$ cat config.mk
export PLATFORM = sky130hd
export DESIGN_NAME = ttc_top
export DESIGN_NICKNAME = d
export VERILOG_FILES = /design/src/ttc_pkg.sv /design/src/ttc_top.sv
export SDC_FILE = /design/constraint.sdc
export NUM_CORES = 1
export LEC_CHECK = 0
export ABC_CLOCK_PERIOD_IN_PS = 2400
export BUFFER_PORTS_ARGS = -buffer_cell sky130_fd_sc_hd__clkbuf_2
export CORE_MARGIN = 5
export CORE_UTILIZATION = 50
export DETAILED_ROUTE_END_ITERATION = 8
export HOLD_SLACK_MARGIN = 0.1
export MAX_ROUTING_LAYER = met4
export PLACE_DENSITY = 0.76
export SKIP_LAST_GASP = 1
export SYNTH_ARGS = -nofsm -noshare
export SYNTH_HDL_FRONTEND = slang
export SYNTH_SLANG_ARGS = --single-unit
$ cat constraint.sdc
create_clock -name core_clk -period 2.4 [get_ports core_clk]
set_clock_uncertainty 0.15 [all_clocks]
set_input_delay 0.48 -clock core_clk [delete_from_list [all_inputs] [get_ports core_clk]]
set_output_delay 0.48 -clock core_clk [all_outputs]
set_load 0.02 [all_outputs]
$ cat src/ttc_pkg.sv
// Constants, types and rule notes for the teletype channel controller
// Notes on behaviour
// - Status store: enable and alarm per port
// - Alarm bit reflects its own port trouble
// - Send to any enabled port combination
// - No receive arbitration; collisions garble character
// - Demand mode: interrupt after final character bit
// - Host polls; device returns character or status
// - Host message: 15 bits then 15 zeros
// - Frame: start, 8 bits LSB first, 2 stops
// - All eight bits reach host and terminals
// - Eleven-bit character lasts 100 milliseconds
// - Channel and line sequencer state sets
// - Character uses normal code; status maintenance code
// - Load first 15 bits; count trailing zeros
// - Process state: classify message, check odd parity
// - Forward to line buffer only for characters
// - One-hot return code: parity, busy, accepted
// - Rest plus character: transmit to enabled ports
// - Sent character copied back for later poll
// - Hit for quarter bit, then rest or receive
// - Received character to line register, flag set
// - Poll returns line register with parity
// - Shift into cleared buffer until lowest one
// - Decision table for control and character messages
// - Control message writes enables and alarm test
`default_nettype none

package ttc_pkg;
   timeunit 1ns;
   timeprecision 1ps;

   // ==========================================================
   // Timing
   localparam int CLK_HZ      = 50_000_000;
   localparam int CHAR_MS     = 100;
   localparam int FRAME_BITS  = 11;
   localparam int QTR_PER_BIT = 4;
   // Longest quarter bit, rounded down
   localparam int QTR_CYC     =
      (CLK_HZ / 1000) * CHAR_MS / (FRAME_BITS * QTR_PER_BIT);
   localparam logic [5:0] FRAME_QTRS = 6'(FRAME_BITS * QTR_PER_BIT);
   localparam logic [5:0] FIRST_SAMPLE = 6'h06;
   localparam logic [5:0] LAST_SAMPLE  = 6'h22;

   // ==========================================================
   // Host message layout
   localparam int MSG_W   = 15;
   localparam int PAR_BIT = 3;
   localparam int DAT_LSB = 4;
   localparam int RC_LSB  = 12;
   localparam logic [2:0] SC_NORMAL = 3'h1;
   localparam logic [2:0] SC_MAINT  = 3'h3;
   localparam logic [2:0] RC_BADPAR = 3'h1;
   localparam logic [2:0] RC_BUSY   = 3'h2;
   localparam logic [2:0] RC_ACCEPT = 3'h4;
   localparam logic [3:0] REPLY_LAST = 4'hE;

   // ==========================================================
   // Registers
   localparam logic [3:0] OFS_CTRL = 4'h0;
   localparam logic [3:0] OFS_STAT = 4'h4;
   localparam logic [3:0] OFS_LINE = 4'h8;
   localparam int CTRL_DEMAND_BIT = 0;
   localparam logic CTRL_DEMAND_RST = 1'b1;
   localparam logic [10:0] SYNC_RST = 11'h20F;

   // ==========================================================
   // Types
   typedef enum logic [2:0] {
      CH_RECV = 3'b001,
      CH_PROC = 3'b010,
      CH_XMIT = 3'b100
   } ttc_chan_t;

   typedef enum logic [3:0] {
      LN_REST = 4'b0001,
      LN_XMIT = 4'b0010,
      LN_HIT  = 4'b0100,
      LN_RECV = 4'b1000
   } ttc_line_t;

   typedef struct packed {
      logic        hsel;
      logic [31:0] haddr;
      logic [1:0]  htrans;
      logic        hwrite;
      logic [2:0]  hsize;
      logic [31:0] hwdata;
   } ttc_ahb_req_t;

   typedef struct packed {
      logic [31:0] hrdata;
      logic        hreadyout;
      logic        hresp;
   } ttc_ahb_rsp_t;

endpackage : ttc_pkg

`default_nettype wire

$ cat src/ttc_top.sv
// Teletype channel controller: host link, line sequencer and bus slave
//
// The implementer's own choices: the AHB-Lite slave port and the placing of the registers.
`default_nettype none

module ttc_top #(
   parameter int QTR_CYC = ttc_pkg::QTR_CYC
) (
   input  wire logic                  core_clk,
   input  wire logic                  rst_n,
   input  wire logic                  ce,
   input  wire ttc_pkg::ttc_ahb_req_t ahb_i,
   input  wire logic                  hready,
   output var  ttc_pkg::ttc_ahb_rsp_t ahb_o,
   input  wire logic                  host_rx_data,
   input  wire logic                  host_shift_n,
   input  wire logic                  host_init,
   output logic                       host_tx_data,
   output logic                       host_tx_en,
   output logic                       demand_irq,
   input  wire logic [3:0]            tty_rx,
   input  wire logic [3:0]            tty_alarm,
   output logic [3:0]                 tty_tx
);
   timeunit 1ns;
   timeprecision 1ps;

   localparam int QW = $clog2(QTR_CYC);

   if (QTR_CYC < 2) begin : g_chk
      $error("QTR_CYC must be at least 2");
   end

   // ==========================================================
   // Reply builder: odd parity over data plus parity bit
   function automatic logic [14:0] build_reply(
      input logic [2:0] sc,
      input logic [7:0] dat,
      input logic [2:0] rc
   );
      build_reply = {rc, dat, ~^dat, sc};
   endfunction : build_reply

   // ==========================================================
   // Input synchronisers
   logic [10:0] sy1_ff;
   logic [10:0] sy2_ff;
   logic [1:0]  edge_ff;

   always_ff @(posedge core_clk or negedge rst_n) begin
      if (!rst_n) begin
         sy1_ff  <= ttc_pkg::SYNC_RST;
         sy2_ff  <= ttc_pkg::SYNC_RST;
         edge_ff <= 2'h1;
      end else if (ce) begin
         sy1_ff  <= {host_init, host_shift_n, host_rx_data,
                     tty_alarm, tty_rx};
         sy2_ff  <= sy1_ff;
         edge_ff <= sy2_ff[10:9];
      end
   end

   logic [3:0] rx_s;
   logic [3:0] alm_s;
   logic       dat_s;
   logic       shift_p;
   logic       init_p;
   logic       line_in;

   assign rx_s    = sy2_ff[3:0];
   assign alm_s   = sy2_ff[7:4];
   assign dat_s   = sy2_ff[8];
   // Low-to-high edge of the shift strobe clocks one bit
   assign shift_p = sy2_ff[9] & ~edge_ff[0];
   assign init_p  = sy2_ff[10] & ~edge_ff[1];
   // Space on any port dominates; collisions simply garble
   assign line_in = &rx_s;

   // ==========================================================
   // Control register and line status store
   logic       demand_ff;
   logic [3:0] enable_ff;
   logic [3:0] test_ff;
   logic [3:0] alarm;
   logic       rdy_ff;
   logic [7:0] line_reg_ff;

   assign alarm = alm_s | test_ff;

   // ==========================================================
   // Channel sequencer
   ttc_pkg::ttc_chan_t ch_ff;
   ttc_pkg::ttc_line_t ln_ff;
   logic [14:0] cbuf_ff;
   logic [3:0]  ccnt_ff;
   logic        start_ln;
   logic        take_rdy;
   logic        ctl_wr;
   logic        ln_rest;
   logic [2:0]  sc;
   logic        is_chr;
   logic        is_ctl;
   logic        good;
   logic [7:0]  msg_dat;
   logic [7:0]  stat_byte;
   logic [2:0]  rc_line;
   logic [14:0] nxt_reply;

   assign ln_rest   = (ln_ff == ttc_pkg::LN_REST);
   assign sc        = cbuf_ff[2:0];
   assign msg_dat   = cbuf_ff[ttc_pkg::DAT_LSB +: 8];
   assign is_chr    = (sc == ttc_pkg::SC_NORMAL);
   assign is_ctl    = (sc == ttc_pkg::SC_MAINT);
   assign good      = (is_chr | is_ctl) &
                      (^cbuf_ff[ttc_pkg::RC_LSB-1:ttc_pkg::PAR_BIT]);
   assign stat_byte = {alarm, enable_ff};
   assign rc_line   = ln_rest ? ttc_pkg::RC_ACCEPT : ttc_pkg::RC_BUSY;

   // Decision table applied in the process state
   always_comb begin
      start_ln  = 1'b0;
      take_rdy  = 1'b0;
      ctl_wr    = 1'b0;
      nxt_reply = build_reply(ttc_pkg::SC_MAINT, stat_byte,
                              ttc_pkg::RC_BADPAR);
      if (ch_ff == ttc_pkg::CH_PROC && good) begin
         ctl_wr = is_ctl;
         if (rdy_ff) begin
            take_rdy  = 1'b1;
            nxt_reply = build_reply(ttc_pkg::SC_NORMAL, line_reg_ff,
                                    rc_line);
         end else begin
            start_ln  = is_chr & ln_rest;
            nxt_reply = build_reply(ttc_pkg::SC_MAINT, stat_byte,
                                    rc_line);
         end
      end
   end

   always_ff @(posedge core_clk or negedge rst_n) begin
      if (!rst_n) begin
         ch_ff   <= ttc_pkg::CH_RECV;
         cbuf_ff <= '0;
         ccnt_ff <= 4'h0;
      end else if (ce) begin
         unique case (ch_ff)
            ttc_pkg::CH_RECV: begin
               if (init_p) begin
                  cbuf_ff <= '0;
               end else if (cbuf_ff[0]) begin
                  ch_ff <= ttc_pkg::CH_PROC;
               end else if (shift_p) begin
                  cbuf_ff <= {dat_s, cbuf_ff[14:1]};
               end
            end
            ttc_pkg::CH_PROC: begin
               cbuf_ff <= nxt_reply;
               ccnt_ff <= 4'h0;
               ch_ff   <= ttc_pkg::CH_XMIT;
            end
            ttc_pkg::CH_XMIT: begin
               // Trailing zeros from the host pace the reply
               if (shift_p) begin
                  cbuf_ff <= {1'b0, cbuf_ff[14:1]};
                  ccnt_ff <= ccnt_ff + 4'h1;
                  if (ccnt_ff == ttc_pkg::REPLY_LAST) begin
                     ch_ff   <= ttc_pkg::CH_RECV;
                     cbuf_ff <= '0;
                  end
               end
            end
         endcase
      end
   end

   assign host_tx_data = cbuf_ff[0];
   assign host_tx_en   = (ch_ff == ttc_pkg::CH_XMIT);

   always_ff @(posedge core_clk or negedge rst_n) begin
      if (!rst_n) begin
         enable_ff <= 4'h0;
         test_ff   <= 4'h0;
      end else if (ce && ctl_wr) begin
         enable_ff <= msg_dat[3:0];
         test_ff   <= msg_dat[7:4];
      end
   end

   // ==========================================================
   // Line timer: quarter-bit ticks, realigned at frame start
   logic [QW-1:0] qcnt_ff;
   logic          qtick;
   logic          restart;

   assign qtick = (qcnt_ff == '0);

   always_ff @(posedge core_clk or negedge rst_n) begin
      if (!rst_n) begin
         qcnt_ff <= QW'(QTR_CYC - 1);
      end else if (ce) begin
         if (restart || qtick) begin
            qcnt_ff <= QW'(QTR_CYC - 1);
         end else begin
            qcnt_ff <= qcnt_ff - QW'(1);
         end
      end
   end

   // ==========================================================
   // Line sequencer
   logic [7:0]  lbuf_ff;
   logic [5:0]  fcnt_ff;
   logic [5:0]  nxt_fcnt;
   logic        ln_done;
   logic [10:0] frame;

   assign nxt_fcnt = fcnt_ff + 6'h01;
   assign frame    = {2'b11, lbuf_ff, 1'b0};
   assign restart  = ln_rest & (start_ln | ~line_in);
   assign ln_done  = qtick & (nxt_fcnt == ttc_pkg::FRAME_QTRS) &
                     (ln_ff == ttc_pkg::LN_XMIT ||
                      ln_ff == ttc_pkg::LN_RECV);

   always_ff @(posedge core_clk or negedge rst_n) begin
      if (!rst_n) begin
         ln_ff   <= ttc_pkg::LN_REST;
         lbuf_ff <= 8'h00;
         fcnt_ff <= 6'h00;
      end else if (ce) begin
         unique case (ln_ff)
            ttc_pkg::LN_REST: begin
               fcnt_ff <= 6'h00;
               if (start_ln) begin
                  lbuf_ff <= msg_dat;
                  ln_ff   <= ttc_pkg::LN_XMIT;
               end else if (!line_in) begin
                  ln_ff <= ttc_pkg::LN_HIT;
               end
            end
            ttc_pkg::LN_HIT: begin
               if (qtick) begin
                  fcnt_ff <= nxt_fcnt;
                  // Mark after a quarter bit means line noise
                  ln_ff   <= line_in ? ttc_pkg::LN_REST
                                     : ttc_pkg::LN_RECV;
               end
            end
            ttc_pkg::LN_RECV: begin
               if (qtick) begin
                  fcnt_ff <= nxt_fcnt;
                  if (nxt_fcnt[1:0] == 2'h2 &&
                      nxt_fcnt >= ttc_pkg::FIRST_SAMPLE &&
                      nxt_fcnt <= ttc_pkg::LAST_SAMPLE) begin
                     lbuf_ff <= {line_in, lbuf_ff[7:1]};
                  end
                  if (ln_done) begin
                     ln_ff <= ttc_pkg::LN_REST;
                  end
               end
            end
            ttc_pkg::LN_XMIT: begin
               if (qtick) begin
                  fcnt_ff <= nxt_fcnt;
                  if (ln_done) begin
                     ln_ff <= ttc_pkg::LN_REST;
                  end
               end
            end
         endcase
      end
   end

   // Idle ports hold mark; enabled ports share one frame
   always_ff @(posedge core_clk or negedge rst_n) begin
      if (!rst_n) begin
         tty_tx <= 4'hF;
      end else if (ce) begin
         for (int i = 0; i < 4; i++) begin
            tty_tx[i] <= (ln_ff == ttc_pkg::LN_XMIT && enable_ff[i])
                         ? frame[fcnt_ff[5:2]] : 1'b1;
         end
      end
   end

   // Received or sent character lands in the line register
   always_ff @(posedge core_clk or negedge rst_n) begin
      if (!rst_n) begin
         line_reg_ff <= 8'h00;
      end else if (ce && ln_done) begin
         line_reg_ff <= lbuf_ff;
      end
   end

   // A completion in the same cycle as a poll keeps the flag
   always_ff @(posedge core_clk or negedge rst_n) begin
      if (!rst_n) begin
         rdy_ff <= 1'b0;
      end else if (ce) begin
         if (ln_done) begin
            rdy_ff <= 1'b1;
         end else if (take_rdy) begin
            rdy_ff <= 1'b0;
         end
      end
   end

   // Interrupt held until a host message reaches the process state or demand mode is switched off
   always_ff @(posedge core_clk or negedge rst_n) begin
      if (!rst_n) begin
         demand_irq <= 1'b0;
      end else if (ce) begin
         if (ln_done && demand_ff) begin
            demand_irq <= 1'b1;
         end else if (ch_ff == ttc_pkg::CH_PROC || !demand_ff) begin
            demand_irq <= 1'b0;
         end
      end
   end

   // ==========================================================
   // AHB-Lite slave, zero wait states, always OKAY
   logic       ap_wr_ff;
   logic [3:0] ap_ofs_ff;
   logic       take;
   logic [3:0] ofs;
   logic [31:0] rd_mux;
   logic [31:0] rdata_ff;

   assign take = ahb_i.hsel & ahb_i.htrans[1] & hready;
   assign ofs  = ahb_i.haddr[3:0];

   always_comb begin
      rd_mux = 32'h0000_0000;
      if (ahb_i.haddr[31:4] == 28'h0) begin
         unique case (ofs)
            ttc_pkg::OFS_CTRL: rd_mux = {31'h0, demand_ff};
            ttc_pkg::OFS_STAT: rd_mux = {16'h0000, ln_ff, ch_ff,
                                         rdy_ff, stat_byte};
            ttc_pkg::OFS_LINE: rd_mux = {24'h00_0000, line_reg_ff};
            default:           rd_mux = 32'h0000_0000;
         endcase
      end
   end

   always_ff @(posedge core_clk or negedge rst_n) begin
      if (!rst_n) begin
         ap_wr_ff     <= 1'b0;
         ap_ofs_ff    <= 4'h0;
         rdata_ff     <= 32'h0000_0000;
      end else if (ce) begin
         ap_wr_ff <= take & ahb_i.hwrite &
                     (ahb_i.haddr[31:4] == 28'h0);
         if (take) begin
            ap_ofs_ff <= ofs;
         end
         if (take && !ahb_i.hwrite) begin
            rdata_ff <= rd_mux;
         end
      end
   end

   always_ff @(posedge core_clk or negedge rst_n) begin
      if (!rst_n) begin
         demand_ff <= ttc_pkg::CTRL_DEMAND_RST;
      end else if (ce && ap_wr_ff && ap_ofs_ff == ttc_pkg::OFS_CTRL) begin
         demand_ff <= ahb_i.hwdata[ttc_pkg::CTRL_DEMAND_BIT];
      end
   end

   // One driver for the whole response struct
   assign ahb_o = '{hrdata: rdata_ff, hreadyout: 1'b1, hresp: 1'b0};

endmodule : ttc_top

`default_nettype wire

# After elaboration in Yosys (flattened, before gate mapping)
# Index checks and enable logic that the tools add are counted.
[classes]
addsub = 3
order_cmp = 3
eq_ne = 28
muxes = 47
bitwise = 17
n_reduce_logical = 43
[op_table]
columns = ["operator", "count"]
rows = [
  ["15-bit 2-to-1 mux", 5],
  ["16-bit case mux with 3 select lines", 1],
  ["15-bit case mux with 3 select lines", 1],
  ["28-bit logical NOT", 1],
  ["4-bit 2-to-1 mux", 7],
  ["8-bit 2-to-1 mux", 3],
  ["17-bit logical NOT", 1],
  ["17-bit 2-to-1 mux", 1],
  ["17-bit by 1-bit subtractor with 17-bit output (second input constant)", 1],
  ["16-bit 2-to-1 mux", 1],
  ["8-bit case mux with 2 select lines", 1],
  ["8-bit XNOR reduction", 2],
  ["3-bit 2-to-1 mux", 5],
  ["5-bit AND reduction", 3],
  ["1-bit 2-to-1 mux", 14],
  ["14-bit 2-to-1 mux", 1],
  ["1-bit logical AND", 13],
  ["4-bit == test (second input constant)", 3],
  ["12-bit 2-to-1 mux", 1],
  ["2-bit by 1-bit != test with 1-bit output (second input constant)", 6],
  ["4-bit case mux with 3 select lines", 1],
  ["6-bit case mux with 2 select lines", 1],
  ["2-bit AND reduction", 6],
  ["1-bit AND", 11],
  ["31 further kinds", 51],
]
[word_totals]
register_bits = 141
output_inout_bits = 41

# Depth between registers and ports, before layout
# Gate-level depths: netlist (run 1).
[depth]
word_depth = 9
mapped_depth = 9
ltp_nobuf = 8

# Least setup slack after synthesis (run 1)
# No wires, ideal clock.
[synth_path]
kind = "reg-to-reg"
from = "reg qcnt_ff[4]"
to = "reg line_reg_ff[0]"
setup_ns = 0.125
t_arrival_ns = 2.095
required_time_ns = 2.125
path_slack_ns = 0.030
path_stages_with_launch = 7
path_cell_list = "dfrtp_1 -> or4_4 -> nor3_4 -> nand3_2 -> or3_1 -> buf_6 -> mux2_4"
[synth_between]
elab_chain_cells = 4
[synth_rtl]
columns = ["element", "line_no", "source"]
rows = [
  ["from (decl)", "ttc_top.sv:191", "logic [QW-1:0] qcnt_ff;"],
  ["from (signal assigned)", "ttc_top.sv:199", "qcnt_ff <= QW'(QTR_CYC - 1);"],
  ["from (signal assigned)", "ttc_top.sv:202", "qcnt_ff <= QW'(QTR_CYC - 1);"],
  ["from (signal assigned)", "ttc_top.sv:204", "qcnt_ff <= qcnt_ff - QW'(1);"],
  ["17-bit logical NOT", "ttc_top.sv:195", "assign qtick = (qcnt_ff == '0);"],
  ["1-bit AND (2 in a row)", "ttc_top.sv:220", "assign ln_done = qtick & (nxt_fcnt == ttc_pkg::FRAME_QTRS) &"],
  ["1-bit logical AND", "ttc_top.sv:289", "end else if (ce && ln_done) begin"],
  ["to (signal assigned)", "ttc_top.sv:290", "line_reg_ff <= lbuf_ff;"],
  ["to (decl)", "ttc_top.sv:86", "logic [7:0] line_reg_ff;"],
]
# No other way between the ends.
# A chain may end at the register's enable or synchronous reset.

# Worst setup path after layout (run 1)
[layout_path]
from = "reg cbuf_ff[6]"
to = "reg ln_ff[1]"
[layout_between]
elab_chain_cells = 6
word_cells_on_any_way = 8
cone_classes = "1 x eq/ne; 3 x mux; 1 x bitwise; 3 x reduce/logical"
[layout_rtl]
columns = ["element", "line_no", "source"]
rows = [
  ["from (decl)", "ttc_top.sv:94", "logic [14:0] cbuf_ff;"],
  ["from (signal assigned)", "ttc_top.sv:153", "cbuf_ff <= {dat_s, cbuf_ff[14:1]};"],
  ["from (signal assigned)", "ttc_top.sv:157", "cbuf_ff <= nxt_reply;"],
  ["from (signal assigned)", "ttc_top.sv:164", "cbuf_ff <= {1'b0, cbuf_ff[14:1]};"],
  ["9-bit parity *", "ttc_top.sv:115", "(^cbuf_ff[ttc_pkg::RC_LSB-1:ttc_pkg::PAR_BIT]);"],
  ["1-bit AND *", "ttc_top.sv:114", "assign good = (is_chr | is_ctl) &"],
  ["1-bit logical AND *", "ttc_top.sv:126", "if (ch_ff == ttc_pkg::CH_PROC && good) begin"],
  ["1-bit 2-to-1 mux *", "ttc_top.sv:126", ""],
  ["3-bit != test (no source line) / 4-bit 2-to-1 mux (equally long branches)", "-", ""],
  ["5-bit AND reduction (no source line) / 4-bit case mux with 3 select lines (equally long branches)", "-", ""],
  ["to (signal assigned)", "ttc_top.sv:226", "ln_ff <= ttc_pkg::LN_REST;"],
  ["to (signal assigned)", "ttc_top.sv:235", "ln_ff <= ttc_pkg::LN_XMIT;"],
  ["to (signal assigned)", "ttc_top.sv:237", "ln_ff <= ttc_pkg::LN_HIT;"],
  ["to (decl)", "ttc_top.sv:93", "ttc_pkg::ttc_line_t ln_ff;"],
]
# Every way passes the cells marked *; elsewhere a longest branch is shown, timed or not.

==> summary.md, run 1 <==
| Metric | Value |
|---|---|
| Row cnt | a little over 40 |
| Vias | ~5200 |
| RSZ-0062 raised after global routing | true |
| Max-Cap Viols | 0 |
| Area after DPL | around 0.0074 mm^2 |
| Layout Utilization | a little under two thirds |
| Core area | about 0.013 mm^2 |
| Rel. slew slack | a little over half |
| Ys Warns | 0 |
| Vias in the first global route | roughly 5300 |
| Final setup violation count | 2 |
| Layout cell share with drive strength beyond 1 | ~38% |
| Initial antenna violation count | 0 |
| Worst R2R Setup Slack | -10 ps |
| CP Class | reg2reg |
| DRC errors left | 0 |
| CTS root buf | clkbuf_16 |
| Switch Pwr | 2.57 mW |
| Synth Cell Area | ~0.0066 mm^2 |
| Failing checks | negative setup slack |
| Pwr/cell area | between 900 and 1000 mW/mm^2 |
| Post-Route WL | around 16 mm |
| Cell depth of the worst hold path | 3 |
| Data arrival, critical path | 2570 ps |
| Crit path capture type | flip-flop |
| CP startpoint kind | flip-flop |
| Die width | approximately 120 um |
| Class of the worst hold path | in2reg |
| HPWL after detailed placement | 11.2 mm |
| Starting Density | 51.5% |
| CP required | between 2000 and 3000 ps |
| WL/cell | 17.1 um |
| First-pass GRT wire length | 26.3 mm |
| Largest net degree at the start of global routing | 126 |
| Die Height | around 120 um |
| Register area share after synthesis | between 40% and 50% |
| Slew @ Worst Pin | slightly below 700 ps |
| Final Cell Area | approximately 0.0081 mm^2 |
| Final setup margin | -13.3 ps |
| Pre-Repair DR Iteration Count | 6 |
| Die area | approximately 0.016 mm^2 |
| WHS Endpoint | ap_ofs_ff[1]$_DFFE_PN0P_ |
| Sw frac | around a third |
| Filler cells | 1005 |
| Synth cell types | 74 |
| Clock-pin slew on the worst setup and hold paths | about 60 ps |
| Net count, final | roughly 840 |
| Min Hold Slack | between 100 and 150 ps |
| Area Overhead vs Synth | 23.8% |
| Flip-flop and latch count after synthesis | between 100 and 150 |
| Initial DRC Count | about 330 |
| Worst-Skew Late Latency | between 400 and 500 ps |
| Main synth FF type | dfrtp_1 |
| Commonest cells after routing, fill and taps aside | dfrtp_1, clkbuf_2, nand2_1 |
| Syn Inst Count | 617 |
| # IOs | 127 |
| CP startpoint | cbuf_ff[6]$_DFFE_PN0P_ |
| Vias/cell | 5.59 |
| H-tree depth reported by CTS | 4 |
| CP Max Fanout | 3 |
| P_int | approximately 5.4 mW |
| Slew Limit Fails | 0 |
| CTS tree | done |
| Logic pwr share | between 30% and 40% |
| Asr flop ratio synth | 100% |
| # clock sinks | approximately 130 |
| Tot GR Track Use | between 20 and 25% |
| ANT cells | 0 |
| R2r endpoint | ln_ff[1]$_DFFE_PN0P_ |
| Worst Min Path Start | ahb_i[39] |
| Commonest non-fill, non-tap cell in the layout | dfrtp_1 |
| Avg Inst Size Synth | between 10 and 15 um^2 |
| GP Congestion | 0.904 |
| Maximum buffer depth of the clock tree | 2 |
| Remaining global-route overflow | 0 |
| Hold Violations, Final | 0 |
| Run status | finished, violations left |
| PortBufs | 73 |
| Minimum clock period | 2410 ps |
| Num CTS Buffers | 17 |
| Post-synth EDFFs | 0 |
| Reg2reg start | cbuf_ff[6]$_DFFE_PN0P_ |
| Cells on worst reg2reg path | 7 |
| Clock power share | approximately 31% |
| F_max | 414 MHz |
| ANT nets after route | 0 |
| Leakage | roughly 3.7 nW |
| Sequential power share | 36.6% |
| Max IR drop VDD | between 0.5 and 0.6 mV |
| Final worst path period share | 101% |
-- cell type report --
| type | instances | area [um^2] | share of cell area [%] |
|---|---|---|---|
| multi-input combinational | 448 | 3190 | 39.3 |
| sequential | 125 | 3170 | 39.0 |
| timing repair buffer | 139 | 895 | 11.0 |
| clock buffer | 21 | 460 | 5.67 |
| tap | 172 | 215 | 2.65 |
| clock inverter | 11 | 118 | 1.45 |
| inverter | 19 | 71.3 | 0.879 |
-- repair_timing --
item                                    4_1_cts  5_1_grt
resized for setup                             3       15
hold endpoints to repair                     95        0
pin swaps                                     0        7
hold buffers                                  1        0
endpoints found under the setup margin       16       35
setup buffers                                 0        8
-- power by group through the flow --
stage	registers [mW]	logic [mW]	clock network, mW
after CTS	2.91	2.46	2.54
after global placement	2.90	2.33	0
after global routing	2.98	2.78	2.64
final	2.93	2.57	2.49
after floorplan	2.87	1.57	0
after detailed placement	2.94	2.44	0
-- cells by family (layout without fill, tap and decap cells) --
family,Yosys count,after routing,share of synthesized area [%]
AOI/OAI and AO/OA,117,117,11.8
xor gates and xnor gates,40,40,5.92
adders and majority gates,7,7,1.34
buffers and inverters,60,190,4.90
DFF,125,125,48.3
muxes,66,66,11.9
other,2,18,0.115
and+or+nand+nor,200,200,15.8
-- layer usage --
layer	vias up	wire (um)	global-route usage, %
met2	197	8080	35.3
met5	-	0	-
met4	0	193	7.09
met3	23	986	6.43
met1	2588	6700	25.1
li1	2417	-	-
-- stage by stage --
step                      std cells  power [mW]  setup TNS, ps  worst slack (ps)
after floorplan                 633        4.44              0              30.1
after global placement          894        5.23         -0.528            -0.528
after detailed placement        894        5.38           -348             -71.1
after CTS                       927        7.91              0              1.39
after global routing            935        8.39           -806             -72.1
final                           935        7.99          -23.0             -13.3
-- registers in the layout, summed over array words and instances (netlist names), 2 cells and up --
name	flops
sy1_ff	11
cbuf_ff	15
tty_tx	4
rdata_ff	16
fcnt_ff	6
lbuf_ff	8
enable_ff	4
line_reg_ff	8
ap_ofs_ff	4
ln_ff	4
ch_ff	3
edge_ff	2
ccnt_ff	4
test_ff	4
sy2_ff	11
qcnt_ff	17
-- worst max path at each step --
stage | end | slack [ps]
after floorplan | line_reg_ff[0]$_DFFE_PN0P_ | 30
after global placement | cbuf_ff[5]$_DFFE_PN0P_ | -0.5
after detailed placement | cbuf_ff[4]$_DFFE_PN0P_ | -70
after CTS | qcnt_ff[2]$_DFFE_PN0P_ | 1
after global routing | ln_ff[1]$_DFFE_PN0P_ | -70
final | ln_ff[1]$_DFFE_PN0P_ | -10
-- Yosys cell counts, types with 7 or more instances --
master	instances	area share, %
a21oi_1	22	1.7
a22o_1	7	0.93
a22oi_1	9	1.0
buf_2	8	0.61
buf_4	21	2.4
clkbuf_1	7	0.40
dfrtp_1	95	36
dfstp_2	30	12
ha_1	7	1.3
inv_1	19	1.1
mux2_2	51	8.8
mux2_4	8	1.8
nand2_1	65	3.7
nand3_1	15	1.1
nor2_1	44	2.5
nor2b_1	8	0.76
nor3_1	9	0.69
nor4_1	13	1.2
o21ai_0	40	3.1
xnor2_1	28	3.7
xor2_1	9	1.2
-- worst max-delay path, cell delays in order, from the launching register on --
cell and delay (ps):
dfrtp_1 390, xor2_1 180, xnor3_2 480, mux2i_2 250, buf_4 170, o31ai_1 70, o21ba_2 300, mux2_2 330
No activity file was read; power rests on OpenSTA's default activity.
==> run 2: changes to the inputs <==
Settings changed: ABC_CLOCK_PERIOD_IN_PS 2400 to 3000, CORE_UTILIZATION 50 to 60, CTS_CLUSTER_SIZE set to 25, PLACE_DENSITY 0.76 to 0.86.
Clock period 2.4 ns to 3 ns, I/O delays scaled along.
==> run 2 against run 1 <==
Net effect: the flow now finishes without violations; combinational power down 36%; via count fell by 3.1%; critical path depth fell by 2; count of clock-buffer cells in the layout increased by 6; core utilization is 7.7 points higher; wire length is 2.5% lower; design area decreased by 4.9%; global-route usage grew 3.5 points; die area is 15% lower; register-to-register slack gained 270 ps; maximum frequency fell by 12%; critical path type unchanged; critical endpoint is now line_reg_ff[2]$_DFFE_PN0P_; largest power group unchanged; highest routed layer unchanged.
==> summary.md, run 2 (synthesis results as in run 1) <==
| Metric | Value |
|---|---|
| Run status | finished clean |
| GP Congestion | 0.902 (-0.19%) |
| CTS tree | done |
| Slew @ Worst Pin | 796 ps (+105 ps) |
| Crit path capture type | flip-flop |
| Clock-pin slew on the worst setup and hold paths | 60 ps (about the same) |
| PortBufs | 73 (unchanged) |
| Maximum buffer depth of the clock tree | 2 (unchanged) |
| Vias in the first global route | 5024 (-6.1%) |
| Die area | 0.0131 mm^2 (-15%) |
| Most flop-heavy register | qcnt_ff |
| Area Overhead vs Synth | 17.7% |
| ANT cells | 0 (unchanged) |
| CP startpoint | fcnt_ff[3]$_DFFE_PN0P_ |
| Class of the worst hold path | in2reg |
| Largest net degree at the start of global routing | 55 (-56%) |
| ANT nets after route | 0 (unchanged) |
| Data arrival, critical path | 2990 ps (+420 ps) |
| Vias | 5062 (-3.1%) |
| CTS root buf | clkbuf_8 |
| Slew Limit Fails | 0 (unchanged) |
| Crit. path cell count | 5 (-2) |
| Die width | 115 um (-8.0%) |
| Pwr/cell area | 824 mW/mm^2 (-16%) |
| Final worst path period share | 91.4% (-9.2 points) |
| Row cnt | 38 (-7.3%) |
| CP max stage cell | or3_1 |
| Tot GR Track Use | 24.9% (+3.5 points) |
| Worst-path cell chain | nand2_2 -> or3_1 -> a211o_1 -> or3_1 -> mux2_4 |
| Starting Density | 60.8% (+9.2 points) |
| Rel. slew slack | 46.6% (-7.4 points) |
| Vias/cell | 5.93 (+6.2%) |
| Num CTS Buffers | 17 (unchanged) |
| # IOs | 127 (unchanged) |
| RSZ-0062 raised after global routing | false |
| Die Height | 115 um (-8.0%) |
| Layout cell share with drive strength beyond 1 | 32.5% (-5.9 points) |
| Worst-Skew Late Latency | 520 ps (+100 ps) |
| F_max | 365 MHz (-12%) |
| Filler cells | 722 (-28%) |
| Fin cells | 853 (-8.8%) |
| Post-Route WL | 15.6 mm (-2.5%) |
| Worst R2R Setup Slack | 260 ps (+270 ps) |
| Core area | 0.0108 mm^2 (-15%) |
| Most frequent CP cell | or3_1 |
| WL/cell | 18.2 um (+6.8%) |
| Final setup violation count | 0 (-2) |
| Max-Cap Viols | 0 (unchanged) |
| CP Class | reg2reg |
| Crit path buffers/inverters | 0 (-1) |
| Max incr delay on CP | 600 ps (+120 ps) |
| Pre-Repair DR Iteration Count | 5 (-1) |
| Critical path destination | line_reg_ff[2]$_DFFE_PN0P_ |
| Minimum clock period | 2740 ps (+328 ps) |
| Biggest registers after layout | qcnt_ff: 17 flops, rdata_ff: 16 flops, cbuf_ff: 15 flops |
| CP top delay family | simple AND/OR/NAND/NOR gates |
| Max IR drop VDD | 0.475 mV (-12%) |
| Commonest non-fill, non-tap cell in the layout | dfrtp_1 |
| Setup Buffers After CTS | 0 (unchanged) |
| Cells on worst reg2reg path | 5 (-2) |
| Hold Violations, Final | 0 (unchanged) |
| TNS Setup | 0 ps (+23.0 ps) |
| Remaining global-route overflow | 0 (unchanged) |
| Initial DRC Count | 447 (+37%) |
| Number of flip-flops in the largest register | 17 (unchanged) |
| HPWL after detailed placement | 10.4 mm (-6.5%) |
| Placed Cells | 820 (-8.3%) |
| # clock sinks | 125 (unchanged) |
| Initial antenna violation count | 0 (unchanged) |
| Net count, final | 793 (-5.9%) |
| CP required | 3250 ps (+700 ps) |
| CP Max Fanout | 10 (+7) |
| Commonest cells after routing, fill and taps aside | dfrtp_1, clkbuf_2, nand2_1 |
| Leakage | 3.49 nW (-5.8%) |
| DRC errors left | 0 (unchanged) |
| H-tree depth reported by CTS | 4 (unchanged) |
| CP startpoint kind | flip-flop |
| Reg2reg start | fcnt_ff[3]$_DFFE_PN0P_ |
| R2r endpoint | line_reg_ff[2]$_DFFE_PN0P_ |
| First-pass GRT wire length | 25.1 mm (-4.3%) |
[run 2: cell count changes in the layout (fill, tap and decap cells not counted), sizes merged]
cell | previous run | this run
buf | 66 | 16
bufinv | 2 | 5
clkinvlp | 2 | 0
clkinv | 7 | 0
clkbuf | 93 | 99
[run 2: layout make-up]
| type | instances | area, um^2 | share of cell area (%) |
|---|---|---|---|
| sequential | 125 | 3170 | 41.0 |
| multi-input combinational | 448 | 3140 | 40.7 |
| clock buffer | 27 | 512 | 6.63 |
| timing repair buffer | 89 | 503 | 6.52 |
| tap | 140 | 175 | 2.27 |
| clock inverter | 5 | 150 | 1.95 |
| inverter | 19 | 71.3 | 0.924 |
[run 2: metal layers]
metal	wire length (um)	vias up	GRT usage, %
met5	0	-	-
met4	335	0	9.18
met3	1020	33	5.18
met2	7780	197	41.1
met1	6420	2506	30.4
li1	-	2326	-
[run 2: power breakdown]
part	switching [mW]	internal [mW]	leakage (nW)
sequential	0.373	2.05	1.58
combinational	0.876	0.774	1.59
clock	0.717	1.57	0.323
[run 2: worst min path at each step]
stage	from	endpoint	slack, ps	depth (start not counted)
final	ahb_i[38]	ap_ofs_ff[0]$_DFFE_PN0P_	140	3
after global routing	ahb_i[38]	ap_ofs_ff[0]$_DFFE_PN0P_	150	3
after CTS	ahb_i[38]	ap_ofs_ff[0]$_DFFE_PN0P_	130	3
after detailed placement	ap_ofs_ff[0]$_DFFE_PN0P_	ap_ofs_ff[0]$_DFFE_PN0P_	320	2
after global placement	rdata_ff[0]$_DFFE_PN0P_	rdata_ff[0]$_DFFE_PN0P_	310	2
after floorplan	rst_n	ap_ofs_ff[0]$_DFFE_PN0P_	150	0
[run 2: stage by stage]
stage	util (%)	hold WS (ps)	cell area (um^2)	worst slack (ps)	power [mW]
after detailed placement	65.2	316	7040	45.3	4.01
after CTS	71.4	128	7710	210	6.34
final	71.5	145	7720	259	6.36
after global routing	71.5	150	7720	108	6.65
after global placement	65.2	310	7040	103	3.90
after floorplan	-	154	6620	630	3.55
[run 2: what timing repair did]
item / 4_1_cts / 5_1_grt
hold buffers: 1 / 0
endpoints found under the setup margin: 1 / 1
endpoints found under the hold margin: 29 / 0
gates resized for setup: 1 / 1
[run 2: worst register-to-register path, delay by kind of cell, from the launching register on]
| kind | cells | cell delay [ps] |
|---|---|---|
| flip-flops | 1 | 560 |
| AND/OR/NAND/NOR | 3 | 1180 |
| AO/OA/AOI/OAI | 1 | 340 |
| multiplexers | 1 | 400 |
